==> config.mk <==
export PLATFORM = sky130hd
export DESIGN_NAME = bidir_xcvr
export DESIGN_NICKNAME = d
export VERILOG_FILES = /design/src/xcvr_fifo.v /design/src/bidir_xcvr.v
export VERILOG_INCLUDE_DIRS = /design/src
export SDC_FILE = /design/constraint.sdc
export NUM_CORES = 1
export LEC_CHECK = 0
export BUFFER_PORTS_ARGS = -buffer_cell sky130_fd_sc_hd__buf_4
export CAP_MARGIN = 15
export CORE_UTILIZATION = 30
export DETAILED_ROUTE_END_ITERATION = 10
export HOLD_SLACK_MARGIN = 0.12
export PLACE_DENSITY = 0.46
export SLEW_MARGIN = 25
export SYNTH_ARGS = -nofsm -noshare
export SYNTH_HDL_FRONTEND = slang
export SYNTH_SLANG_ARGS = --single-unit
export TNS_END_PERCENT = 50
==> constraint.sdc <==
create_clock -name mclk -period 3.6 [get_ports mclk]
set_input_delay 0.54 -clock mclk [delete_from_list [all_inputs] [get_ports mclk]]
set_output_delay 0.54 -clock mclk [all_outputs]
set_load 0.02 [all_outputs]
==> src/xcvr_defines.vh <==
// Constants for the bidirectional latch/register transceiver
`ifndef XCVR_DEFINES_VH
`define XCVR_DEFINES_VH
`define XCVR_WIDTH 18
`define XCVR_FIFO_DEPTH 16
`define XCVR_FIFO_AW 4
`define XCVR_REG_CTRL 12'h000
`define XCVR_REG_FWD_DATA 12'h004
`define XCVR_REG_REV_DATA 12'h008
`define XCVR_REG_STATUS 12'h00C
`define XCVR_REG_FIFO 12'h010
`define XCVR_CTRL_RESET 32'h00000024
`define XCVR_FWD_CE_BIT 0
`define XCVR_FWD_LE_BIT 1
`define XCVR_FWD_OE_BIT 2
`define XCVR_REV_CE_BIT 3
`define XCVR_REV_LE_BIT 4
`define XCVR_REV_OE_BIT 5
`define XCVR_CTRL_MASK 32'h0000003F
`endif

==> src/xcvr_fifo.v <==
// Capture FIFO is kept in bidir_xcvr.v beside the logic that fills it

==> src/bidir_xcvr.v <==
// Bidirectional 18-bit latch/register transceiver with APB control
// Operation
// - Data passes noninverted in every mode.
// - Each direction carries 18 bits under one CE and one OE.
// - OE_n low drives destination port; high releases it.
// - Latch enable high makes destination follow source, ignoring clock.
// - CE low, LE low: rising clock captures source data.
// - Falling latch enable holds the last source value.
// - CE low, LE low, steady clock: stored value held.
// - Clock updates storage only while CE low; else hold.
// - Clock high at LE fall holds; later clock rise may update.
// - Reverse path mirrors forward path with its own controls.
//
// Implementation choices: the APB interface to the registers and the register addresses.
`timescale 1ns/100ps
`include "xcvr_defines.vh"
module bidir_xcvr (
  // Clock and reset
  input wire mclk,
  input wire nrst,
  // APB slave
  input wire psel,
  input wire penable,
  input wire pwrite,
  input wire [11:0] paddr,
  input wire [31:0] pwdata,
  output reg [31:0] prdata,
  output wire pready,
  output wire pslverr,
  // Card-side port
  input wire [`XCVR_WIDTH-1:0] cardIn,
  output wire [`XCVR_WIDTH-1:0] cardOut,
  output wire cardOe,
  // Backplane port
  input wire [`XCVR_WIDTH-1:0] busIn,
  output wire [`XCVR_WIDTH-1:0] busOut,
  output wire busOe,
  // Direction clocks, sampled as inputs
  input wire fwdClock,
  input wire revClock,
  // Capture FIFO drain
  output wire capValid,
  input wire capReady,
  output wire [`XCVR_WIDTH-1:0] capData
);
  wire apbWr;
  wire apbRd;
  reg [31:0] ctrl_ff;
  reg fwdClkPrev_ff;
  reg revClkPrev_ff;
  reg [`XCVR_WIDTH-1:0] fwdStore_ff;
  reg [`XCVR_WIDTH-1:0] revStore_ff;
  reg [`XCVR_WIDTH-1:0] fwdOut_ff;
  reg [`XCVR_WIDTH-1:0] revOut_ff;
  reg bothOn_ff;
  wire fwdCeN;
  wire fwdLe;
  wire fwdOeN;
  wire revCeN;
  wire revLe;
  wire revOeN;
  wire fwdRise;
  wire revRise;
  wire fwdLoad;
  wire revLoad;
  wire fifoInReady;
  wire [`XCVR_FIFO_AW:0] fifoLevel;
  wire regHit;

  // Storage load: transparent latch or enabled clock rise
  function loadCond;
    input le;
    input ceN;
    input rise;
    begin
      loadCond = le | (~ceN & rise);
    end
  endfunction

  assign fwdCeN = ctrl_ff[`XCVR_FWD_CE_BIT];
  assign fwdLe = ctrl_ff[`XCVR_FWD_LE_BIT];
  assign fwdOeN = ctrl_ff[`XCVR_FWD_OE_BIT];
  assign revCeN = ctrl_ff[`XCVR_REV_CE_BIT];
  assign revLe = ctrl_ff[`XCVR_REV_LE_BIT];
  assign revOeN = ctrl_ff[`XCVR_REV_OE_BIT];

  assign apbWr = psel && penable && pwrite;
  assign apbRd = psel && !pwrite;
  // Single-cycle access phase, no wait states
  assign pready = 1'b1;
  assign regHit = (paddr == `XCVR_REG_CTRL) || (paddr == `XCVR_REG_FWD_DATA) ||
    (paddr == `XCVR_REG_REV_DATA) || (paddr == `XCVR_REG_STATUS) ||
    (paddr == `XCVR_REG_FIFO);
  assign pslverr = psel && penable && !regHit;

  // Clock edge seen as sampled rising level
  assign fwdRise = fwdClock & ~fwdClkPrev_ff;
  assign revRise = revClock & ~revClkPrev_ff;
  // Clock gated by CE only; LE high overrides
  assign fwdLoad = loadCond(fwdLe, fwdCeN, fwdRise);
  assign revLoad = loadCond(revLe, revCeN, revRise);

  always @(posedge mclk) begin
    if (!nrst) begin
      ctrl_ff <= `XCVR_CTRL_RESET;
      fwdClkPrev_ff <= 1'b0;
      revClkPrev_ff <= 1'b0;
      bothOn_ff <= 1'b0;
    end else begin
      if (apbWr && paddr == `XCVR_REG_CTRL) begin
        ctrl_ff <= pwdata & `XCVR_CTRL_MASK;
      end
      fwdClkPrev_ff <= fwdClock;
      revClkPrev_ff <= revClock;
      // Sticky flag of a forbidden dual drive; set wins over clear
      if (!fwdOeN && !revOeN) begin
        bothOn_ff <= 1'b1;
      end else if (apbWr && paddr == `XCVR_REG_STATUS && pwdata[0]) begin
        bothOn_ff <= 1'b0;
      end
    end
  end

  // No reset on data storage: undefined until loaded
  always @(posedge mclk) begin
    if (fwdLoad) begin
      fwdStore_ff <= cardIn;
    end
    if (revLoad) begin
      revStore_ff <= busIn;
    end
  end

  // Registered outputs; transparent path shows input one cycle late
  always @(posedge mclk) begin
    if (fwdLoad) begin
      fwdOut_ff <= cardIn;
    end else begin
      fwdOut_ff <= fwdStore_ff;
    end
    if (revLoad) begin
      revOut_ff <= busIn;
    end else begin
      revOut_ff <= revStore_ff;
    end
  end

  assign busOut = fwdOut_ff;
  assign busOe = !fwdOeN;
  assign cardOut = revOut_ff;
  assign cardOe = !revOeN;

  // Clocked forward captures logged; a capture made while the FIFO is full is dropped from the log
  xcvr_fifo #(
    .WIDTH(`XCVR_WIDTH),
    .DEPTH(`XCVR_FIFO_DEPTH),
    .AW(`XCVR_FIFO_AW)
  ) u_fifo (
    .mclk(mclk),
    .nrst(nrst),
    .inValid(fwdLoad && !fwdLe),
    .inReady(fifoInReady),
    .inData(cardIn),
    .outValid(capValid),
    .outReady(capReady),
    .outData(capData),
    .level(fifoLevel)
  );

  always @* begin
    prdata = 32'h00000000;
    if (apbRd) begin
      case (paddr)
        `XCVR_REG_CTRL: prdata = ctrl_ff;
        `XCVR_REG_FWD_DATA: prdata = {14'h0000, fwdOut_ff};
        `XCVR_REG_REV_DATA: prdata = {14'h0000, revOut_ff};
        `XCVR_REG_STATUS: prdata = {26'h0000000, fifoLevel, bothOn_ff};
        `XCVR_REG_FIFO: prdata = {13'h0000, fifoInReady, capData};
        default: prdata = 32'h00000000;
      endcase
    end
  end
endmodule // bidir_xcvr

// Synchronous FIFO with valid/ready on both sides
module xcvr_fifo #(
  parameter WIDTH = 18,
  parameter DEPTH = 16,
  parameter AW = 4
) (
  // Clock and reset
  input wire mclk,
  input wire nrst,
  // Fill side
  input wire inValid,
  output wire inReady,
  input wire [WIDTH-1:0] inData,
  // Drain side
  output wire outValid,
  input wire outReady,
  output wire [WIDTH-1:0] outData,
  output wire [AW:0] level
);
  // Count is one bit wider than the pointers so full and empty differ
  localparam [AW:0] FULL_COUNT = DEPTH;
  reg [WIDTH-1:0] mem_ff [0:DEPTH-1];
  reg [AW-1:0] wrPtr_ff;
  reg [AW-1:0] rdPtr_ff;
  reg [AW:0] count_ff;
  wire push;
  wire pop;
  assign inReady = (count_ff != FULL_COUNT);
  assign outValid = (count_ff != {(AW+1){1'b0}});
  assign outData = mem_ff[rdPtr_ff];
  assign level = count_ff;
  assign push = inValid && inReady;
  assign pop = outValid && outReady;
  always @(posedge mclk) begin
    if (push) begin
      mem_ff[wrPtr_ff] <= inData;
    end
  end
  always @(posedge mclk) begin
    if (!nrst) begin
      wrPtr_ff <= {AW{1'b0}};
      rdPtr_ff <= {AW{1'b0}};
      count_ff <= {(AW+1){1'b0}};
    end else begin
      if (push) begin
        wrPtr_ff <= wrPtr_ff + 1'b1;
      end
      if (pop) begin
        rdPtr_ff <= rdPtr_ff + 1'b1;
      end
      if (push && !pop) begin
        count_ff <= count_ff + 1'b1;
      end else if (pop && !push) begin
        count_ff <= count_ff - 1'b1;
      end
    end
  end
endmodule // xcvr_fifo

==> impl_metrics.env, run 1 <==
export IMPL_status="finished with violations"
export IMPL_failed_checks="DRC"
export IMPL_vias=7477
export IMPL_wl_per_cell_um=23.3
export IMPL_synth_main_ff_cell="edfxtp_1"
export IMPL_grt_pass1_vias=7683
export IMPL_grt_use_total=0.152
export IMPL_drt_iter0_drc=538
export IMPL_die_x_um=220
export IMPL_cts_tree="built"
export IMPL_crit_fanout=25
export IMPL_cts_buffers=39
export IMPL_drc=19
export IMPL_worstMarginPinSlew_ns=0.859
export IMPL_fin_crit_ns=3.28
export IMPL_clk_latency_ns=0.53
export IMPL_cp_slowest_stage_delay_ns=0.52
export IMPL_ir_drop_mv=0.292
export IMPL_synthXorXnorAreaFrac=0.00494
export IMPL_io_pins=179
export IMPL_start_util=0.304
export IMPL_clockBufferDepth=3
export IMPL_fmax_mhz=305
export IMPL_place_hpwl_um=23700
export IMPL_clock_sinks=350
export IMPL_post_cts_buffers=0
export IMPL_path_class="reg2out"
export IMPL_drt_pass1_iterations=7
export IMPL_hold_class="in2reg"
export IMPL_rows=79
export IMPL_io_buffers=138
export IMPL_critPathLaunchType="flop"
export IMPL_synth_compound_area_frac=0.0357
export IMPL_dpl_worst_slack_ns=0.365
export IMPL_cts_htree_levels=2
export IMPL_diodes=0
export IMPL_nets=1012
export IMPL_seqPwrFrac=0.458
export IMPL_avgSynthCellArea_um2=19.4
export IMPL_cts_resized=0
export IMPL_path_clk_slew_ns=0.06
export IMPL_maxCapViolations=0
export IMPL_synth_cell_types=51
export IMPL_drive_gt1_frac=0.375
export IMPL_synthAdderAreaFrac=0.00934
export IMPL_synthSimpleGateAreaFrac=0.0364
export IMPL_switchingPower_mw=2.58
export IMPL_layout_common_cells="edfxtp_1, buf_4, mux4_2"
export IMPL_combPwrFrac=0.149
export IMPL_synth_top_family_by_area="multiplexers"
export IMPL_cts_hold_buffers=0
export IMPL_setup_ws_ns=0.316
export IMPL_totalWireLength_um=36100
export IMPL_synthMuxAreaShare=0.165
export IMPL_yosysWarnings=0
export IMPL_syn_inst=730
export IMPL_p_per_area_mw_per_mm2=584
export IMPL_via_per_inst=4.82
export IMPL_required_ns=3.06
export IMPL_p_leak_nw=5.90
export IMPL_crit_chain="buf_12, buf_4, mux4_2, mux2i_1, o221ai_2, buf_4"
export IMPL_tns_ns=0
export IMPL_finClkSkew_ns=0.0158
export IMPL_async_flop_share=0
export IMPL_synth_edf_count=324
export IMPL_syn_to_final_growth_pct=23.5
export IMPL_clkPwrFrac=0.392
export IMPL_path_common_cell="buf_4"
export IMPL_setup_violations=0
export IMPL_synth_seq_area_share=0.722
export IMPL_switching_share=0.252
export IMPL_core_area_mm2=0.0467
export IMPL_routabilityCongestion=0.745
export IMPL_die_h_um=220
export IMPL_cts_root_buf="clkbuf_16"
export IMPL_num_fill_cells=4309
export IMPL_rsz0062_at_grt="no"
export IMPL_fp_dieArea_mm2=0.0482
export IMPL_p_int_mw=7.66
export IMPL_grt_antenna_before_repair=0
export IMPL_hold_viol_final=0
export IMPL_gr_total_overflow=0
export IMPL_grt_max_degree=40
export IMPL_grt_pass1_wl_um=52500
export IMPL_drv_slew=0
export IMPL_layout_commonest_cell="edfxtp_1"
export IMPL_ant_nets=0
export IMPL_syn_area_mm2=0.0142
export IMPL_min_period_over_period=0.912
export IMPL_cp_end_kind="output port"
export IMPL_relSlewSlack=0.427
export IMPL_crit_arrival_ns=2.74
export IMPL_ys_seq_elements=350
export IMPL_cp_slowest_cell="mux4_2"
[layer usage]
| layer | GRT usage | vias up | share of wire |
|---|---|---|---|
| li1 | - | 3335 | - |
| met1 | 0.203 | 3949 | 0.45 |
| met2 | 0.258 | 152 | 0.50 |
| met3 | 0.0226 | 41 | 0.034 |
| met4 | 0.0373 | 0 | 0.015 |
| met5 | 0 | - | 0 |
[synth_stat cells (all sizes together), types with 2 or more instances]
master / number / area, um2
clkbuf: 13 / 48.8
or2: 3 / 18.8
nand3: 7 / 35.0
a22o: 12 / 105
xnor2: 3 / 26.3
buf: 42 / 280
nor4b: 2 / 17.5
nor4: 2 / 27.5
ha: 9 / 113
a21oi: 10 / 53.8
xor2: 5 / 43.8
nor3: 6 / 30.0
mux2i: 59 / 591
nor2b: 2 / 12.5
o31ai: 3 / 22.5
o21a: 2 / 15.0
nor3b: 2 / 15.0
inv: 8 / 30.0
and2: 2 / 12.5
o21ai: 6 / 33.8
o221ai: 18 / 220
conb: 2 / 7.51
and4b: 2 / 20.0
edfxtp: 324 / 9730
a21o: 3 / 22.5
nand2: 28 / 105
nor2: 29 / 109
nand4: 8 / 50.1
mux4: 78 / 1760
nand2b: 3 / 18.8
dfxtp: 26 / 521
[state kept, by name, indices dropped and copies added (netlist names), named ones only]
signal	flops
u_fifo.rdPtr_ff	4
fwdClkPrev_ff	1
u_fifo.wrPtr_ff	4
busOut	18
bothOn_ff	1
ctrl_ff	6
cardOut	18
u_fifo.level	5
revClkPrev_ff	1
u_fifo.mem_ff	288
[power groups by stage]
stage	clock, mW	combinational (mW)	sequential (mW)
after global placement	0	1.55	4.78
final	4.02	1.53	4.69
after detailed placement	0	1.55	4.78
after global routing	4.27	1.64	4.71
after CTS	4.12	1.55	4.70
after floorplan	0	0.892	4.74
[per-stage QoR]
stage / utilization / power, mW / hold WS, ns / area, um2 / cells
after CTS: 0.376 / 10.4 / 0.155 / 17500 / 1550
after floorplan: - / 5.64 / 0.451 / 14200 / 742
after global placement: 0.348 / 6.33 / 0.449 / 16200 / 1480
after global routing: 0.376 / 10.6 / 0.155 / 17500 / 1550
after detailed placement: 0.348 / 6.33 / 0.462 / 16200 / 1480
final: 0.376 / 10.2 / 0.183 / 17500 / 1550
[kinds of logic after synthesis]
family,count (synthesis)
other,2
AO/OA/AOI/OAI,58
adder cells (fa/ha/maj),10
buffers and inverters,64
multiplexers,137
XOR/XNOR,8
flip-flops,350
AND/OR/NAND/NOR,101
[area by class of cell]
cell class | instances | area (um2) | share of cell area
Multi-Input combinational cell | 328 | 3680 | 0.210
Tap cell | 607 | 759 | 0.0433
Sequential cell | 350 | 10300 | 0.585
Timing Repair Buffer | 186 | 1510 | 0.0861
Clock inverter | 22 | 241 | 0.0138
Clock buffer | 48 | 1050 | 0.0600
Inverter | 9 | 33.8 | 0.00193
[path summary, 6_finish.rpt]
kind,start,endpoint,slack (ns),depth (start not counted)
worst min register to register,u_fifo.level[4]$_SDFFE_PN0P_,u_fifo.level[4]$_SDFFE_PN0P_,0.46,2
worst min-delay path,busIn[3],cardOut[3]$_DFFE_PP_,0.18,1
worst max-delay path,flop,prdata[14],0.32,6
worst max register to register,u_fifo.level[0]$_SDFFE_PN0P_,u_fifo.level[4]$_SDFFE_PN0P_,0.75,9
[critical path, delay by kind of cell, from the launching register on]
kind / cells / cell delay (ns)
AO/OA/AOI/OAI: 1 / 0.16
flip-flops: 1 / 0.50
buffers and inverters: 3 / 0.70
multiplexers: 2 / 0.84
No activity file was read; power rests on OpenSTA's default activity.
==> run 2: changes to the inputs <==
--- a/config.mk
+++ b/config.mk
@@ -12,6 +12,7 @@
 export DETAILED_ROUTE_END_ITERATION = 10
 export HOLD_SLACK_MARGIN = 0.12
 export PLACE_DENSITY = 0.46
+export REMOVE_ABC_BUFFERS = 1
 export SLEW_MARGIN = 25
 export SYNTH_ARGS = -nofsm -noshare
 export SYNTH_HDL_FRONTEND = slang
==> run 2 against run 1 <==
Effect of this change:
- the flow still finishes with violations (DRC)
- cell area shrank 0.22%
- power down 1.6%
- via count down 0.66%
- setup slack worse by 0.063 ns
- sequential share of layout area up 0.12 points
- wire length is 2.4% higher
- critical path type unchanged
- critical endpoint is now capData[17]
- largest power group unchanged
==> impl_metrics.env, run 2 (same netlist as run 1, synthesis figures left out) <==
export IMPL_cts_resized=0
export IMPL_status="finished with violations"
export IMPL_syn_to_final_growth_pct=23.2
export IMPL_cp_slowest_cell="dfxtp_4"
export IMPL_timing_rr_start="u_fifo.level[0]$_SDFFE_PN0P_"
export IMPL_layout_commonest_cell="edfxtp_1"
export IMPL_hold_start="busIn[2]"
export IMPL_grt_antenna_before_repair=0
export IMPL_rsz0062_at_grt="no"
export IMPL_grt_pass1_vias=7653
export IMPL_io_pins=179
export IMPL_grt_use_total=0.157
export IMPL_vias=7428
export IMPL_post_cts_buffers=0
export IMPL_largest_reg_flops=288
export IMPL_top_register="u_fifo.mem_ff"
export IMPL_critPathLaunchType="flop"
export IMPL_stdcell_count=1553
export IMPL_crit_fanout=25
export IMPL_maxCapViolations=0
export IMPL_fin_area_mm2=0.0175
export IMPL_grt_max_degree=29
export IMPL_path_class="reg2out"
export IMPL_drv_slew=0
export IMPL_crit_buf_inv=2
export IMPL_rows=79
export IMPL_hold_ws_ns=0.164
export IMPL_grt_pass1_wl_um=53000
export IMPL_ir_drop_mv=0.361
export IMPL_start_util=0.304
export IMPL_io_buffers=138
export IMPL_fin_crit_ns=3.35
export IMPL_fp_dieArea_mm2=0.0482
export IMPL_gr_total_overflow=0
export IMPL_path_common_cell="mux2i_1"
export IMPL_via_per_inst=4.78
export IMPL_hold_viol_final=0
export IMPL_cts_root_buf="clkbuf_16"
export IMPL_p_per_area_mw_per_mm2=576
export IMPL_hold_class="in2reg"
export IMPL_core_area_mm2=0.0467
export IMPL_drt_iter0_drc=517
export IMPL_nets=1019
export IMPL_place_hpwl_um=23400
export IMPL_path_clk_slew_ns=0.06
export IMPL_relSlewSlack=0.422
export IMPL_cts_tree="built"
export IMPL_wl_per_cell_um=23.8
export IMPL_clockBufferDepth=3
export IMPL_drc=22
export IMPL_clk_latency_ns=0.55
export IMPL_fmax_mhz=299
export IMPL_worstMarginPinSlew_ns=0.867
export IMPL_cts_htree_levels=2
export IMPL_min_period_over_period=0.930
export IMPL_clock_sinks=350
export IMPL_cp_top_family="multiplexers"
export IMPL_tns_ns=0
export IMPL_crit_chain="buf_12, mux4_2, mux2i_1, mux2i_1, buf_4"
export IMPL_ant_nets=0
export IMPL_dp_cells=1487
export IMPL_power_total_mw=10.1
export IMPL_drive_gt1_frac=0.381
export IMPL_fin_util=0.375
export IMPL_totalWireLength_um=37000
export IMPL_setup_violations=0
export IMPL_dpl_worst_slack_ns=0.574
export IMPL_diodes=0
export IMPL_setup_ws_ns=0.253
export IMPL_failed_checks="DRC"
export IMPL_place_area_mm2=0.0163
export IMPL_die_h_um=220
export IMPL_layout_common_cells="edfxtp_1, buf_4, mux4_2"
export IMPL_routabilityCongestion=0.741
export IMPL_cts_hold_buffers=0
export IMPL_cts_buffers=39
export IMPL_crit_arrival_ns=2.81
export IMPL_required_ns=3.06
export IMPL_cp_end_kind="output port"
export IMPL_die_x_um=220
export IMPL_drt_pass1_iterations=8
export IMPL_p_leak_nw=5.90
export IMPL_cp_slowest_stage_delay_ns=0.68
export IMPL_finClkSkew_ns=0.0152
-- run 2: cell types whose count changed in the layout (fill, tap and decap cells not counted) --
| cell | change |
|---|---|
| clkinvlp_4 | +1 |
| clkinv_2 | -2 |
| nor2b_2 | +2 |
| nor2b_1 | -2 |
| bufinv_16 | -1 |
| clkinv_1 | -3 |
| clkbuf_1 | +2 |
| inv_16 | -1 |
| dfxtp_4 | -1 |
| buf_4 | +10 |
| buf_12 | -3 |
| dfxtp_2 | +1 |
-- run 2: worst paths after layout --
kind | to | slack, ns | cells after the start
max reg2reg | u_fifo.level[4]$_SDFFE_PN0P_ | 0.63 | 9
min reg2reg | ctrl_ff[3]$_SDFFE_PN0P_ | 0.52 | 2
min | cardOut[2]$_DFFE_PP_ | 0.16 | 1
max | capData[17] | 0.25 | 5
-- run 2: area by class of cell --
type,instances,area [um2]
Inverter,9,33.8
Multi-Input combinational cell,328,3680
Clock inverter,16,178
Fill cell,4334,29200
Clock buffer,50,1060
Tap cell,607,759
Timing Repair Buffer,193,1520
Sequential cell,350,10300
-- run 2: metal layers --
layer  wire, um  part of all wire  vias to the layer above  GRT usage
met5          0                 0                        -          0
met4        576             0.016                        0     0.0343
met3       1780             0.048                       45     0.0324
met2      17300              0.47                      207      0.249
met1      17300              0.47                     3823      0.222
li1           -                 -                     3353          -
-- run 2: worst register-to-register path: cells and delay by family (launching register included) --
family,cells,cell delay [ns]
AOI/OAI and AO/OA,3,0.68
adders and majority gates,2,0.65
buffers and inverters,1,0.12
DFF,1,0.39
muxes,2,0.45
and+or+nand+nor,1,0.62
-- run 2: power by group --
| part | switching [mW] | internal [mW] |
|---|---|---|
| Sequential | 0.105 | 4.58 |
| Clock | 1.56 | 2.35 |
| Combinational | 0.860 | 0.621 |
| Total | 2.52 | 7.56 |
==> run 3: changes to the inputs <==
--- a/config.mk
+++ b/config.mk
@@ -12,6 +12,7 @@
 export DETAILED_ROUTE_END_ITERATION = 10
 export HOLD_SLACK_MARGIN = 0.12
 export PLACE_DENSITY = 0.46
+export RECOVER_POWER = 25
 export REMOVE_ABC_BUFFERS = 1
 export SLEW_MARGIN = 25
 export SYNTH_ARGS = -nofsm -noshare
==> run 3 against run 2 <==
Effect of this change:
- the run still ends with DRC left
- setup slack better by 0.0021 ns
- combinational power hardly changed
- maximum frequency hardly changed
- power down 0.12%
- clock skew decreased by 0.0013 ns
- cell area is 0.39% lower
- count of clock-buffer cells in the layout stayed put
- sequential share of layout area rose by 0.23 points
- largest cell class unchanged
==> impl_metrics.env, run 3 (same netlist as run 1, synthesis figures left out) <==
export IMPL_holdPathStages=1
export IMPL_ant_nets=0
export IMPL_grt_pass1_wl_um=53000
export IMPL_clkPwrFrac=0.389
export IMPL_hold_viol_final=0
export IMPL_multi_input_area_mm2=0.00368
export IMPL_crit_fanout=25
export IMPL_grt_use_total=0.157
export IMPL_fmax_mhz=299
export IMPL_num_fill_cells=4351
export IMPL_p_leak_nw=5.83
export IMPL_via_per_inst=4.81
export IMPL_grt_pass1_vias=7653
export IMPL_setup_violations=0
export IMPL_layout_common_cells="edfxtp_1, buf_4, mux4_2"
export IMPL_failed_checks="DRC"
export IMPL_path_class="reg2out"
export IMPL_grt_antenna_before_repair=0
export IMPL_crit_arrival_ns=2.80
export IMPL_min_period_over_period=0.929
export IMPL_cts_htree_levels=2
export IMPL_gr_total_overflow=0
export IMPL_diodes=0
export IMPL_seqPwrFrac=0.466
export IMPL_die_h_um=220
export IMPL_largest_reg_flops=288
export IMPL_fp_dieArea_mm2=0.0482
export IMPL_cts_resized=0
export IMPL_clk_latency_ns=0.55
export IMPL_wl_per_cell_um=23.8
export IMPL_p_int_mw=7.55
export IMPL_rows=79
export IMPL_drv_slew=0
export IMPL_path_clk_slew_ns=0.06
export IMPL_worstMarginPinSlew_ns=0.884
export IMPL_fin_area_mm2=0.0174
export IMPL_place_hpwl_um=23400
export IMPL_dpl_worst_slack_ns=0.574
export IMPL_rsz0062_at_grt="no"
export IMPL_r2r_cells=9
export IMPL_relSlewSlack=0.410
export IMPL_combPwrFrac=0.146
export IMPL_io_pins=179
export IMPL_vias=7475
export IMPL_power_total_mw=10.1
export IMPL_maxCapViolations=0
export IMPL_ir_drop_mv=0.362
export IMPL_required_ns=3.06
export IMPL_clockBufferDepth=3
export IMPL_totalWireLength_um=37000
export IMPL_syn_to_final_growth_pct=22.8
export IMPL_p_per_area_mw_per_mm2=578
export IMPL_tns_ns=0
export IMPL_io_buffers=138
export IMPL_cts_root_buf="clkbuf_16"
export IMPL_core_area_mm2=0.0467
export IMPL_hold_ws_ns=0.187
export IMPL_cp_end_kind="output port"
export IMPL_place_area_mm2=0.0163
export IMPL_cts_tree="built"
export IMPL_clock_sinks=350
export IMPL_status="finished with violations"
export IMPL_setup_ws_ns=0.255
export IMPL_switching_share=0.251
export IMPL_hold_class="in2reg"
export IMPL_die_x_um=220
export IMPL_layout_commonest_cell="edfxtp_1"
export IMPL_cts_buffers=39
export IMPL_fin_crit_ns=3.34
export IMPL_grt_max_degree=29
export IMPL_critPathLaunchType="flop"
export IMPL_area_sequential_mm2=0.0103
export IMPL_drt_iter0_drc=563
export IMPL_routabilityCongestion=0.741
export IMPL_drc=22
export IMPL_post_cts_buffers=0
export IMPL_drt_pass1_iterations=7
export IMPL_start_util=0.304
export IMPL_cts_hold_buffers=0
export IMPL_top_register="u_fifo.mem_ff"
export IMPL_switchingPower_mw=2.52
export IMPL_finClkSkew_ns=0.0139
export IMPL_drive_gt1_frac=0.362
export IMPL_nets=1019
run 3: stage by stage:
stage          cells   util
6_report        1553  0.373
5_1_grt         1553  0.373
4_1_cts         1553  0.375
3_5_place_dp    1487  0.348
3_3_place_gp    1487  0.348
2_1_floorplan    687      -
run 3: path summary, 6_finish.rpt:
| path | start | end | slack [ns] |
|---|---|---|---|
| hold / removal | busIn[2] | cardOut[2]$_DFFE_PP_ | 0.19 |
| setup reg to reg | u_fifo.level[0]$_SDFFE_PN0P_ | u_fifo.level[4]$_SDFFE_PN0P_ | 0.63 |
| hold reg to reg | ctrl_ff[3]$_SDFFE_PN0P_ | ctrl_ff[3]$_SDFFE_PN0P_ | 0.52 |
| setup / recovery | flop | capData[17] | 0.26 |
run 3: power by group through the flow:
stage | Sequential [mW] | Combinational [mW] | Clock [mW]
4_1_cts | 4.69 | 1.51 | 4.02
3_5_place_dp | 4.78 | 1.51 | 0
3_3_place_gp | 4.78 | 1.50 | 0
6_report | 4.69 | 1.47 | 3.91
2_1_floorplan | 4.80 | 0.808 | 0
5_1_grt | 4.71 | 1.60 | 4.16
run 3: area by class of cell:
type                            count  share of cell area
Tap cell                          607              0.0436
Multi-Input combinational cell    328               0.211
Clock inverter                     16              0.0102
Clock buffer                       50              0.0608
Inverter                            9             0.00194
Timing Repair Buffer              193              0.0836
Sequential cell                   350               0.589
run 3: metal layers:
metal,GRT usage,part of all wire,vias up
li1,-,-,3356
met1,0.222,0.47,3873
met2,0.249,0.47,201
met3,0.0324,0.049,45
met4,0.0343,0.016,0
met5,0,0,-
run 3: critical path, stage by stage, from the launching register on:
cell	delay, ns
dfxtp_4	0.68
buf_12	0.27
mux4_2	0.51
mux2i_1	0.43
mux2i_1	0.15
buf_4	0.19
